<file path="src/core/sbmps_consts.svh">
// Register offsets, field positions, reset values and timing counts of the serial block.
`ifndef SBMPS_CONSTS_SVH
`define SBMPS_CONSTS_SVH
`define SBMPS_ADDR_CTRL1 3'h0
`define SBMPS_ADDR_CTRL2 3'h1
`define SBMPS_ADDR_STATUS 3'h2
`define SBMPS_ADDR_DATA 3'h3
`define SBMPS_ADDR_BAUD 3'h4
`define SBMPS_ADDR_TXFINE 3'h5
`define SBMPS_ADDR_RXFINE 3'h6
`define SBMPS_C1_WORD9 4
`define SBMPS_C1_WAKE 3
`define SBMPS_C1_PCE 2
`define SBMPS_C1_PS 1
`define SBMPS_C1_PIE 0
`define SBMPS_C2_TE 3
`define SBMPS_C2_RE 2
`define SBMPS_C2_MUTE 1
`define SBMPS_C2_RIE 5
`define SBMPS_C2_ILIE 4
`define SBMPS_C2_TIE 7
`define SBMPS_C2_TCIE 6
`define SBMPS_CTRL_RESET 8'h00
`define SBMPS_OVERSAMPLE 4'hF
`define SBMPS_MID_A 4'h7
`define SBMPS_MID_C 4'h9
`endif

</file>
<file path="src/core/sbmps_pkg.sv">
// Types shared by the serial block.
package sbmps_pkg;
  typedef enum {RX_IDLE, RX_START, RX_DATA, RX_STOP} sbmps_rx_state_t;
  typedef enum {TX_IDLE, TX_SEND} sbmps_tx_state_t;
  typedef struct packed {
    logic [2:0] addr;
    logic [7:0] wdata;
    logic wr;
    logic rd;
  } sbmps_bus_t;
  typedef struct packed {
    logic [7:0] ctrl1;
    logic [7:0] ctrl2;
    logic [7:0] baud;
    logic [7:0] tx_fine_divider_reg;
    logic [7:0] rx_fine_divider_reg;
    logic [7:0] rdata;
    logic [8:0] rx_word;
    logic rx_full_flag;
    logic idle_flag;
    logic overrun_flag;
    logic noise_flag;
    logic frame_flag;
    logic parity_fault_flag;
    logic tx_empty;
    logic tx_done;
    logic [8:0] tx_hold;
    logic [2:0] rx_sync;
    logic rx_pin;
    logic [15:0] rx_div;
    logic rx_tick;
    sbmps_rx_state_t rx_state;
    logic [3:0] rx_phase;
    logic [3:0] rx_bits;
    logic [9:0] rx_shift;
    logic [2:0] rx_hist;
    logic [2:0] rx_mids;
    logic rx_noise;
    logic rx_pce;
    logic rx_odd;
    logic rx_w9;
    logic [3:0] idle_cnt;
    logic idle_armed;
    logic [15:0] tx_div;
    logic [3:0] tx_sub;
    sbmps_tx_state_t tx_state;
    logic [10:0] tx_shift;
    logic [3:0] tx_bits;
    logic tx_pin;
    logic irq;
  } sbmps_state_t;
endpackage

</file>
<file path="src/core/sbmps_uart.sv">
// Asynchronous serial interface with fine prescalers, muting, parity and 16x sampling.
//
// The placing of the registers and the plain strobed port are this design's own decisions.
`timescale 1ns/1ps
`include "sbmps_consts.svh"

module sbmps_uart (
  // Clock and reset.
  input wire logic clock,
  input wire logic rst_b,
  // Register port.
  input wire logic [2:0] addr,
  input wire logic [7:0] wdata,
  input wire logic wr,
  input wire logic rd,
  output logic [7:0] rdata,
  // Power modes and events.
  input wire logic halt,
  output logic irq,
  // Serial line.
  input wire logic rx_line,
  output logic tx_line
);

  sbmps_pkg::sbmps_state_t s;
  sbmps_pkg::sbmps_state_t next_s;
  sbmps_pkg::sbmps_bus_t bus;

  // Register map, by index on the three-bit address.
  // Index 0 is control one: received bit 8 reads in bit 7, transmit bit 8 in bit 6,
  // word length in bit 4, wake method in bit 3, parity enable in bit 2, parity odd in bit 1
  // and the parity interrupt enable in bit 0.
  // Index 1 is control two: four interrupt enables on top, then transmit enable,
  // receive enable and the mute request.
  // Index 2 is status, read only: transmit empty, transmit done, receive full, idle,
  // overrun, noise, frame and parity fault, from the top bit down.
  // Index 3 is data: a write starts a transmission, a read clears every receive flag.
  // Index 4 holds the conventional dividers, indices 5 and 6 the fine dividers.
  // Unmapped indices read as zero and ignore writes, so software probing is harmless.
  // Read data stands for exactly one cycle and is zero otherwise, which lets several
  // slaves share one read bus by a plain OR.

  // Conventional prescaler decode: shared 1,3,4,13 and direction powers of two.
  function automatic logic [15:0] conv_div(input logic [1:0] pr, input logic [2:0] dr);
    logic [7:0] p;
    p = (pr == 2'h0) ? 8'h01 : (pr == 2'h1) ? 8'h03 : (pr == 2'h2) ? 8'h04 : 8'h0D;
    conv_div = {8'h00, p} << dr;
  endfunction

  // Clock cycles per sample tick of the 16x stage, including the fine factor when nonzero.
  // A zero fine divider counts as one, so the conventional rate is kept unchanged.
  // The product is cut to sixteen bits; large settings such as 1664 times 255 overflow and wrap.
  function automatic logic [15:0] tick_len(input logic [15:0] conv, input logic [7:0] fine);
    logic [23:0] prod;
    prod = {8'h00, conv} * {16'h0000, (fine == 8'h00) ? 8'h01 : fine};
    tick_len = prod[15:0];
  endfunction

  assign bus = '{addr: addr, wdata: wdata, wr: wr, rd: rd};

  // Every register runs each clock; the next state is built below.
  // Reset puts both lines and the synchroniser at the idle level, so no false start
  // edge is seen when reset is released.
  always_ff @(posedge clock or negedge rst_b)
  begin
    if (!rst_b)
    begin
      s <= '0;
      s.tx_empty <= 1'b1;
      s.tx_done <= 1'b1;
      s.rx_sync <= 3'h7;
      s.rx_pin <= 1'b1;
      s.rx_hist <= 3'h7;
      s.tx_pin <= 1'b1;
    end
    else
    begin
      s <= next_s;
    end
  end

  assign rdata = s.rdata;
  assign irq = s.irq;
  assign tx_line = s.tx_pin;

  // Whole-block next state; halt freezes everything except the pin synchroniser, the sample tick and the read data, which fall to zero.
  always_comb
  begin
    logic [15:0] rxl;
    logic [15:0] txl;
    logic maj;
    logic w9;
    logic parity_enable;
    logic [8:0] word;
    logic par;
    logic mute;
    logic mark;
    next_s = s;
    rxl = tick_len(conv_div(s.baud[7:6], s.baud[2:0]), s.rx_fine_divider_reg);
    txl = tick_len(conv_div(s.baud[7:6], s.baud[5:3]), s.tx_fine_divider_reg);
    maj = 1'b0;
    w9 = 1'b0;
    parity_enable = 1'b0;
    word = 9'h000;
    par = 1'b0;
    mark = 1'b0;
    mute = s.ctrl2[`SBMPS_C2_MUTE];
    next_s.rx_sync = {s.rx_sync[1:0], rx_line};
    if (s.rx_sync[2] == s.rx_sync[1])
      next_s.rx_pin = s.rx_sync[1];
    next_s.rx_tick = 1'b0;
    next_s.rdata = 8'h00;
    if (!halt)
    begin
      // Register reads; a data read alone clears the receive flags, no status read first.
      if (bus.rd)
      begin
        case (bus.addr)
          `SBMPS_ADDR_CTRL1: next_s.rdata = {s.rx_word[8], s.ctrl1[6:0]};
          `SBMPS_ADDR_CTRL2: next_s.rdata = s.ctrl2;
          `SBMPS_ADDR_STATUS: next_s.rdata = {s.tx_empty, s.tx_done, s.rx_full_flag,
            s.idle_flag, s.overrun_flag, s.noise_flag, s.frame_flag, s.parity_fault_flag};
          `SBMPS_ADDR_DATA:
          begin
            next_s.rdata = s.rx_word[7:0];
            next_s.rx_full_flag = 1'b0;
            next_s.idle_flag = 1'b0;
            next_s.overrun_flag = 1'b0;
            next_s.noise_flag = 1'b0;
            next_s.frame_flag = 1'b0;
            next_s.parity_fault_flag = 1'b0;
          end
          `SBMPS_ADDR_BAUD: next_s.rdata = s.baud;
          `SBMPS_ADDR_TXFINE: next_s.rdata = s.tx_fine_divider_reg;
          `SBMPS_ADDR_RXFINE: next_s.rdata = s.rx_fine_divider_reg;
          default: next_s.rdata = 8'h00;
        endcase
      end
      // Register writes; a control two write may re-arm mute, which software avoids.
      if (bus.wr)
      begin
        case (bus.addr)
          `SBMPS_ADDR_CTRL1: next_s.ctrl1 = bus.wdata;
          `SBMPS_ADDR_CTRL2: next_s.ctrl2 = bus.wdata;
          `SBMPS_ADDR_DATA:
          begin
            next_s.tx_hold = {s.ctrl1[6], bus.wdata};
            next_s.tx_empty = 1'b0;
            next_s.tx_done = 1'b0;
          end
          `SBMPS_ADDR_BAUD: next_s.baud = bus.wdata;
          `SBMPS_ADDR_TXFINE: next_s.tx_fine_divider_reg = bus.wdata;
          `SBMPS_ADDR_RXFINE: next_s.rx_fine_divider_reg = bus.wdata;
          default: next_s.baud = s.baud;
        endcase
      end

      // The receive and transmit dividers run independently, so each direction may use
      // its own fine factor and its own power-of-two divider.
      // The comparison uses greater-or-equal rather than equality: should a divider be
      // shortened while a count is above the new end, the count wraps at once instead of
      // running through the full sixteen-bit range.
      // Changing dividers mid-frame still distorts that frame; software keeps them still
      // while a direction is enabled.
      // Receive sample tick at 16x the receive bit rate.
      if (s.rx_div >= rxl - 16'h0001)
      begin
        next_s.rx_div = 16'h0000;
        next_s.rx_tick = 1'b1;
      end
      else
        next_s.rx_div = s.rx_div + 16'h0001;

      // Sample numbering: the tick that sees the start edge is sample 1, so a phase value
      // of n takes sample n plus one.
      // Samples 8, 9 and 10 are kept in a three-bit history; the majority of them is the
      // bit value and any disagreement marks noise.
      // The phase is realigned at each start edge, so timing error cannot pile up from one
      // frame to the next.
      // A start whose middle samples vote high is treated as a false start and the frame
      // is dropped; the receiver goes back to hunting for an edge.
      // Format, parity sense and word length are latched at the start edge, so changes
      // made by software take effect only from the next frame.
      // Receiver: one sample per tick, phase reset at each start edge.
      if (s.rx_tick && s.ctrl2[`SBMPS_C2_RE])
      begin
        next_s.rx_hist = {s.rx_hist[1:0], s.rx_pin};
        next_s.rx_phase = s.rx_phase + 4'h1;
        if (s.rx_phase >= `SBMPS_MID_A && s.rx_phase <= `SBMPS_MID_C)
          next_s.rx_mids = {s.rx_mids[1:0], s.rx_pin};
        maj = (s.rx_mids[0] & s.rx_mids[1]) | (s.rx_mids[0] & s.rx_mids[2])
          | (s.rx_mids[1] & s.rx_mids[2]);
        w9 = s.rx_w9;
        parity_enable = s.rx_pce;
        case (s.rx_state)
          sbmps_pkg::RX_IDLE:
          begin
            // Ten high bits in a row form an idle frame.
            if (s.rx_pin)
            begin
              if (s.rx_phase == `SBMPS_OVERSAMPLE)
                next_s.idle_cnt = s.idle_cnt + 4'h1;
              if (s.idle_cnt == 4'hA && s.idle_armed)
              begin
                next_s.idle_armed = 1'b0;
                next_s.idle_cnt = 4'h0;
                if (mute && !s.ctrl1[`SBMPS_C1_WAKE])
                  next_s.ctrl2[`SBMPS_C2_MUTE] = 1'b0;
                else if (!mute)
                  next_s.idle_flag = 1'b1;
              end
            end
            else
            begin
              next_s.rx_state = sbmps_pkg::RX_START;
              next_s.rx_phase = 4'h1;
              next_s.rx_noise = s.rx_hist != 3'h7;
              next_s.rx_w9 = s.ctrl1[`SBMPS_C1_WORD9];
              next_s.rx_pce = s.ctrl1[`SBMPS_C1_PCE];
              next_s.rx_odd = s.ctrl1[`SBMPS_C1_PS];
              next_s.rx_bits = 4'h0;
            end
          end
          sbmps_pkg::RX_START:
          begin
            if ((s.rx_phase == 4'h2 || s.rx_phase == 4'h4 || s.rx_phase == 4'h6) && s.rx_pin)
              next_s.rx_noise = 1'b1;
            if (s.rx_phase == 4'hA && s.rx_mids != 3'h0)
            begin
              next_s.rx_noise = 1'b1;
              if (maj)
                next_s.rx_state = sbmps_pkg::RX_IDLE;
            end
            if (s.rx_phase == `SBMPS_OVERSAMPLE)
            begin
              next_s.rx_state = sbmps_pkg::RX_DATA;
              next_s.rx_phase = 4'h0;
            end
          end
          sbmps_pkg::RX_DATA:
          begin
            if (s.rx_phase == 4'hA)
            begin
              next_s.rx_shift = {maj, s.rx_shift[9:1]};
              next_s.rx_bits = s.rx_bits + 4'h1;
              if (s.rx_mids != 3'h0 && s.rx_mids != 3'h7)
                next_s.rx_noise = 1'b1;
            end
            if (s.rx_phase == `SBMPS_OVERSAMPLE && s.rx_bits == (w9 ? 4'h9 : 4'h8))
            begin
              next_s.rx_state = sbmps_pkg::RX_STOP;
              next_s.rx_phase = 4'h0;
            end
          end
          sbmps_pkg::RX_STOP:
          begin
            if (s.rx_phase == 4'hA)
            begin
              next_s.rx_state = sbmps_pkg::RX_IDLE;
              next_s.rx_phase = 4'h0;
              next_s.idle_cnt = 4'h0;
              next_s.idle_armed = 1'b1;
              word = w9 ? s.rx_shift[9:1] : {1'b0, s.rx_shift[9:2]};
              par = (w9 ? ^word[8:0] : ^word[7:0]) ^ s.rx_odd;
              // With parity on, the top place carries parity, so the mark is the bit below.
              mark = parity_enable ? (w9 ? word[7] : word[6]) : (w9 ? word[8] : word[7]);
              if (mute && s.ctrl1[`SBMPS_C1_WAKE] && mark)
                next_s.ctrl2[`SBMPS_C2_MUTE] = 1'b0;
              if (!mute || (s.ctrl1[`SBMPS_C1_WAKE] && mark))
              begin
                if (s.rx_full_flag)
                  next_s.overrun_flag = 1'b1;
                else
                begin
                  next_s.rx_word = word;
                  next_s.rx_full_flag = 1'b1;
                  next_s.noise_flag = s.rx_noise | (s.rx_mids != 3'h7 && s.rx_mids != 3'h0);
                  next_s.frame_flag = !maj;
                  next_s.parity_fault_flag = parity_enable & par;
                end
              end
            end
          end
          default: next_s.rx_state = sbmps_pkg::RX_IDLE;
        endcase
      end

      // The transmitter loads its shift register straight from the holding word when it
      // is idle and enabled; there is no second buffer, so software waits for the empty
      // flag before writing the next word.
      // Parity, when enabled, takes the top place of the frame and replaces the bit that
      // software wrote there.
      // The line shows each bit one cycle after the shift, a fixed latency that does not
      // change the bit length.
      // Transmit tick and bit timing at 16 ticks per bit.
      if (s.tx_div >= txl - 16'h0001)
      begin
        next_s.tx_div = 16'h0000;
        next_s.tx_sub = s.tx_sub + 4'h1;
      end
      else
        next_s.tx_div = s.tx_div + 16'h0001;
      case (s.tx_state)
        sbmps_pkg::TX_IDLE:
        begin
          next_s.tx_pin = 1'b1;
          if (!s.tx_empty && s.ctrl2[`SBMPS_C2_TE])
          begin
            word = s.tx_hold;
            parity_enable = s.ctrl1[`SBMPS_C1_PCE];
            w9 = s.ctrl1[`SBMPS_C1_WORD9];
            par = (w9 ? ^word[7:0] : ^word[6:0]) ^ s.ctrl1[`SBMPS_C1_PS];
            if (parity_enable && w9)
              word[8] = par;
            else if (parity_enable)
              word[7] = par;
            next_s.tx_shift = w9 ? {1'b1, word, 1'b0} : {2'b11, word[7:0], 1'b0};
            next_s.tx_bits = w9 ? 4'hB : 4'hA;
            next_s.tx_empty = 1'b1;
            next_s.tx_div = 16'h0000;
            next_s.tx_sub = 4'h0;
            next_s.tx_state = sbmps_pkg::TX_SEND;
          end
        end
        sbmps_pkg::TX_SEND:
        begin
          next_s.tx_pin = s.tx_shift[0];
          if (s.tx_sub == `SBMPS_OVERSAMPLE && s.tx_div >= txl - 16'h0001)
          begin
            next_s.tx_shift = {1'b1, s.tx_shift[10:1]};
            next_s.tx_bits = s.tx_bits - 4'h1;
            if (s.tx_bits == 4'h1)
            begin
              next_s.tx_done = 1'b1;
              next_s.tx_state = sbmps_pkg::TX_IDLE;
            end
          end
        end
        default: next_s.tx_state = sbmps_pkg::TX_IDLE;
      endcase

      // Noise and frame errors raise no request of their own; they arrive together with
      // receive full, which does.
      // While muted, every receive request is held off, but transmit requests still pass.
      // The request is registered, so it appears one cycle after the flag that causes it.
      // Event output; used as the wait-mode wake request.
      next_s.irq = (s.ctrl2[`SBMPS_C2_TIE] & s.tx_empty)
        | (s.ctrl2[`SBMPS_C2_TCIE] & s.tx_done)
        | (!mute & s.ctrl2[`SBMPS_C2_RIE] & (s.rx_full_flag | s.overrun_flag))
        | (!mute & s.ctrl2[`SBMPS_C2_ILIE] & s.idle_flag)
        | (!mute & s.ctrl1[`SBMPS_C1_PIE] & s.parity_fault_flag);
    end
  end

endmodule

</file>
<file path="config.mk">
export PLATFORM = sky130hd
export DESIGN_NAME = sbmps_uart
export DESIGN_NICKNAME = d
export VERILOG_FILES = /design/src/core/sbmps_pkg.sv /design/src/core/sbmps_uart.sv
export VERILOG_INCLUDE_DIRS = /design/src /design/src/core
export SDC_FILE = /design/constraint.sdc
export NUM_CORES = 1
export LEC_CHECK = 0
export ABC_AREA = 1
export BUFFER_PORTS_ARGS = -buffer_cell sky130_fd_sc_hd__clkbuf_2
export CORE_MARGIN = 1
export CORE_UTILIZATION = 47
export CTS_CLUSTER_DIAMETER = 120
export CTS_CLUSTER_SIZE = 10
export DETAILED_ROUTE_END_ITERATION = 12
export GPL_TIMING_DRIVEN = 0
export PLACE_DENSITY = 0.72
export SYNTH_ARGS = -nofsm -noshare
export SYNTH_HDL_FRONTEND = slang
export SYNTH_SLANG_ARGS = --single-unit
</file>
<file path="constraint.sdc">
create_clock -name clock -period 7.1 [get_ports clock]
set_clock_uncertainty 0.15 [all_clocks]
set_input_delay 0.355 -clock clock [delete_from_list [all_inputs] [get_ports clock]]
set_output_delay 0.355 -clock clock [all_outputs]
set_load 0.05 [all_outputs]
</file>
==> results.toml <==
[outcome]
status = "finished clean"

[timing]
worst_slew_pin_slew_ns = 0.964
fin_ws_ns = 0.465
slew_violations = 0
timing.slew.headroom_pct = 34.7
fin_crit_sh_pct = 93.5
finalSetupViolations = 0
finalCriticalPeriod_ns = 6.64
finalHoldViolations = 0
fmax_mhz = 151

[grt]
overflow = 0
grt_first_pass_wirelength_um = 60900
grt_usage_pct = 22.9
grt_max_degree = 113
grt_pass1_vias = 12783
antenna_found_initial = 0

[layout]
fill_cells = 3012
fin_area_um2 = 16600
diodes = 0
fin_nets = 2273
area_growth_pct = 9.15
layout-drive-gt1-share_pct = 9.91
utilization_pct = 52.4

[logic_synthesis]
syn_area_um2 = 15200
ys_warn_count = 0
yosysTopAreaCell = "dfrtp_1"
seq_area_frac_synth_pct = 27.4
syn_area_per_cell_um2 = 7.69
postSynthCellCount = 1979
yosysUniqueCellTypes = 62
synth_top_area_share_pct = 25.6
synthArstFlopShare_pct = 100
syn-num-nets = 2226
synth.top_cells.by_count = "nand2_1 (502), inv_1 (335), nor2_1 (171), dfrtp_1 (156), ha_1 (116)"
yosysMostFrequentCell = "nand2_1"
dominantRegCellSynth = "dfrtp_1"
synth_seq_cells = 166
yosys-top-cells-area = "dfrtp_1 (26%), fa_1 (15%), nand2_1 (12%), ha_1 (9.5%), inv_1 (8.3%)"
synth-edff-count = 0

[critical_path]
crit_top_cell = "inv_1"
cp_slowest_stage_delay_ns = 0.53
startpoint_type = "flip-flop"
end_kind = "flip-flop"
critPathKind = "flip-flop to flip-flop"
arrival_ns = 6.81
required_ns = 7.27
path_max_fanout = 10
crit_path_top_delay_cell = "fa_1"

[placed_design]
dpl_worst_slack_ns = 0.0996
hpwl_um = 28900
post_dp_cell_area_um2 = 15900
globalplace.congestion = 0.945
io_buffer_count = 24

[routing]
drc = 0
wl_per_cell_um = 15.0
wirelength_um = 36700
drt_iter0_markers = 1000
dr_total_vias = 13021
post_drt_via_cell_ratio = 5.33
detail-route-antenna-nets = 0
firstDrtPassIters = 5

[clock_tree]
clk_latency_ns = 0.44
cts.sinks = 166
cts-root-buf = "clkbuf_16"
cts_buffers = 17
cts_tree = "done"
htreeDepth = 4
clock_path_buffers = 2
clk_pin_slew_ns = 0.08

[die]
pin_count = 27
rows = 65
dieArea_um2 = 33100
die_h_um = 182
die_w_um = 182
core_um2 = 31700
initial_core_util_pct = 48.0

[min_path]
min_path_type = "primary input to flip-flop"

[job]
maxCapViolCount = 0
==> cells by family after synthesis <==
logic type | count (synthesis) | share of synthesized area [%]
AND/OR/NAND/NOR | 834 | 23.3
adder cells (fa/ha/maj) | 231 | 24.6
flip-flops | 166 | 27.4
buffers and inverters | 403 | 10.6
AO/OA/AOI/OAI | 286 | 10.8
XOR/XNOR | 59 | 3.39
==> metal layers <==
layer / track usage, % / vias to the layer above / part of all wire (%)
met4: 8.30 / 0 / 2.7
met3: 3.27 / 70 / 4.8
met1: 29.7 / 6323 / 43
met2: 39.0 / 314 / 49
li1: - / 6314 / -
met5: 0 / - / 0
==> cell type report <==
class	count	area, µm²	share of cell area [%]
flip-flops and latches	166	4170	25.1
clock inverters	11	109	0.655
well taps	402	503	3.03
inverters	353	1340	8.04
multi-input cells	1410	9550	57.5
clock buffers	21	470	2.83
repair buffers	30	199	1.20
plain buffers	48	283	1.70
==> path summary, 6_finish.rpt <==
path                          endpoint  depth (start not counted)  slack [ns]         from
hold reg to reg            next_s[154]                          0        0.21  next_s[153]
setup reg to reg                  s[6]                         32        0.46       s[212]
setup / recovery                  s[6]                         32        0.46       s[212]
max in group asynchronous       s[193]                          3        5.57        rst_b
hold / removal                  s[199]                          3        0.08     wdata[2]
min in group asynchronous       s[139]                          2        0.29        rst_b
==> through the flow <==
stage	setup TNS, ns	instances	hold slack, ns
6_report	0	2441	0.0798
5_1_grt	-0.000151	2441	0.0743
2_1_floorplan	0	1979	-0.0906
3_5_place_dp	0	2406	0.199
4_1_cts	0	2440	0.0578
3_3_place_gp	0	2405	0.197
==> layout by cell type (no fill, tap or decap), types with 5 or more instances in the layout <==
master | Yosys | routed
nand2_1 | 502 | 500
inv_1 | 335 | 326
nor2_1 | 171 | 164
dfrtp_1 | 156 | 153
fa_1 | 114 | 114
ha_1 | 116 | 112
o21ai_0 | 106 | 102
a21oi_1 | 79 | 75
nand3_1 | 68 | 67
xor2_1 | 43 | 43
o21ai_1 | 25 | 26
clkbuf_2 | 0 | 23
inv_2 | 12 | 21
nand4_1 | 20 | 20
o22ai_1 | 18 | 18
clkbuf_1 | 18 | 17
nor3_1 | 19 | 17
clkbuf_16 | 0 | 17
nor2_2 | 10 | 16
xnor2_1 | 16 | 16
buf_4 | 11 | 14
buf_2 | 14 | 13
nand2_2 | 8 | 10
dfstp_2 | 10 | 10
nor2_4 | 6 | 7
nand3_2 | 7 | 7
a31oi_1 | 7 | 7
a21oi_2 | 2 | 6
a221oi_1 | 6 | 6
buf_6 | 5 | 6
o21a_1 | 5 | 5
o21ai_2 | 2 | 5
or2_2 | 5 | 5
nand3b_1 | 5 | 5
o21bai_1 | 5 | 5
a22oi_1 | 5 | 5
==> worst max-delay path, delay by kind of cell (launching register included) <==
family	cells	cell delay [ns]
adders and majority gates	6	2.63
xor gates and xnor gates	1	0.19
AOI/OAI and AO/OA	8	1.35
DFF	1	0.46
and+or+nand+nor	9	0.95
buffers and inverters	8	0.77
==> what timing repair did <==
| action | 4_1_cts | 5_1_grt |
|---|---|---|
| setup buffers | 0 | 3 |
| gates resized for setup | 0 | 46 |
| hold endpoints to repair | 50 | 0 |
| endpoints found under the setup margin | 0 | 54 |
| hold buffers | 2 | 0 |
==> flip-flops by register name (all words and copies together) (netlist names) <==
name / flops
tx_line: 1
s: 154
next_s: 2
rdata: 8
irq: 1
Power is not shown: default switching activity piles up to over one toggle a cycle in this logic, so the estimate is an artifact.
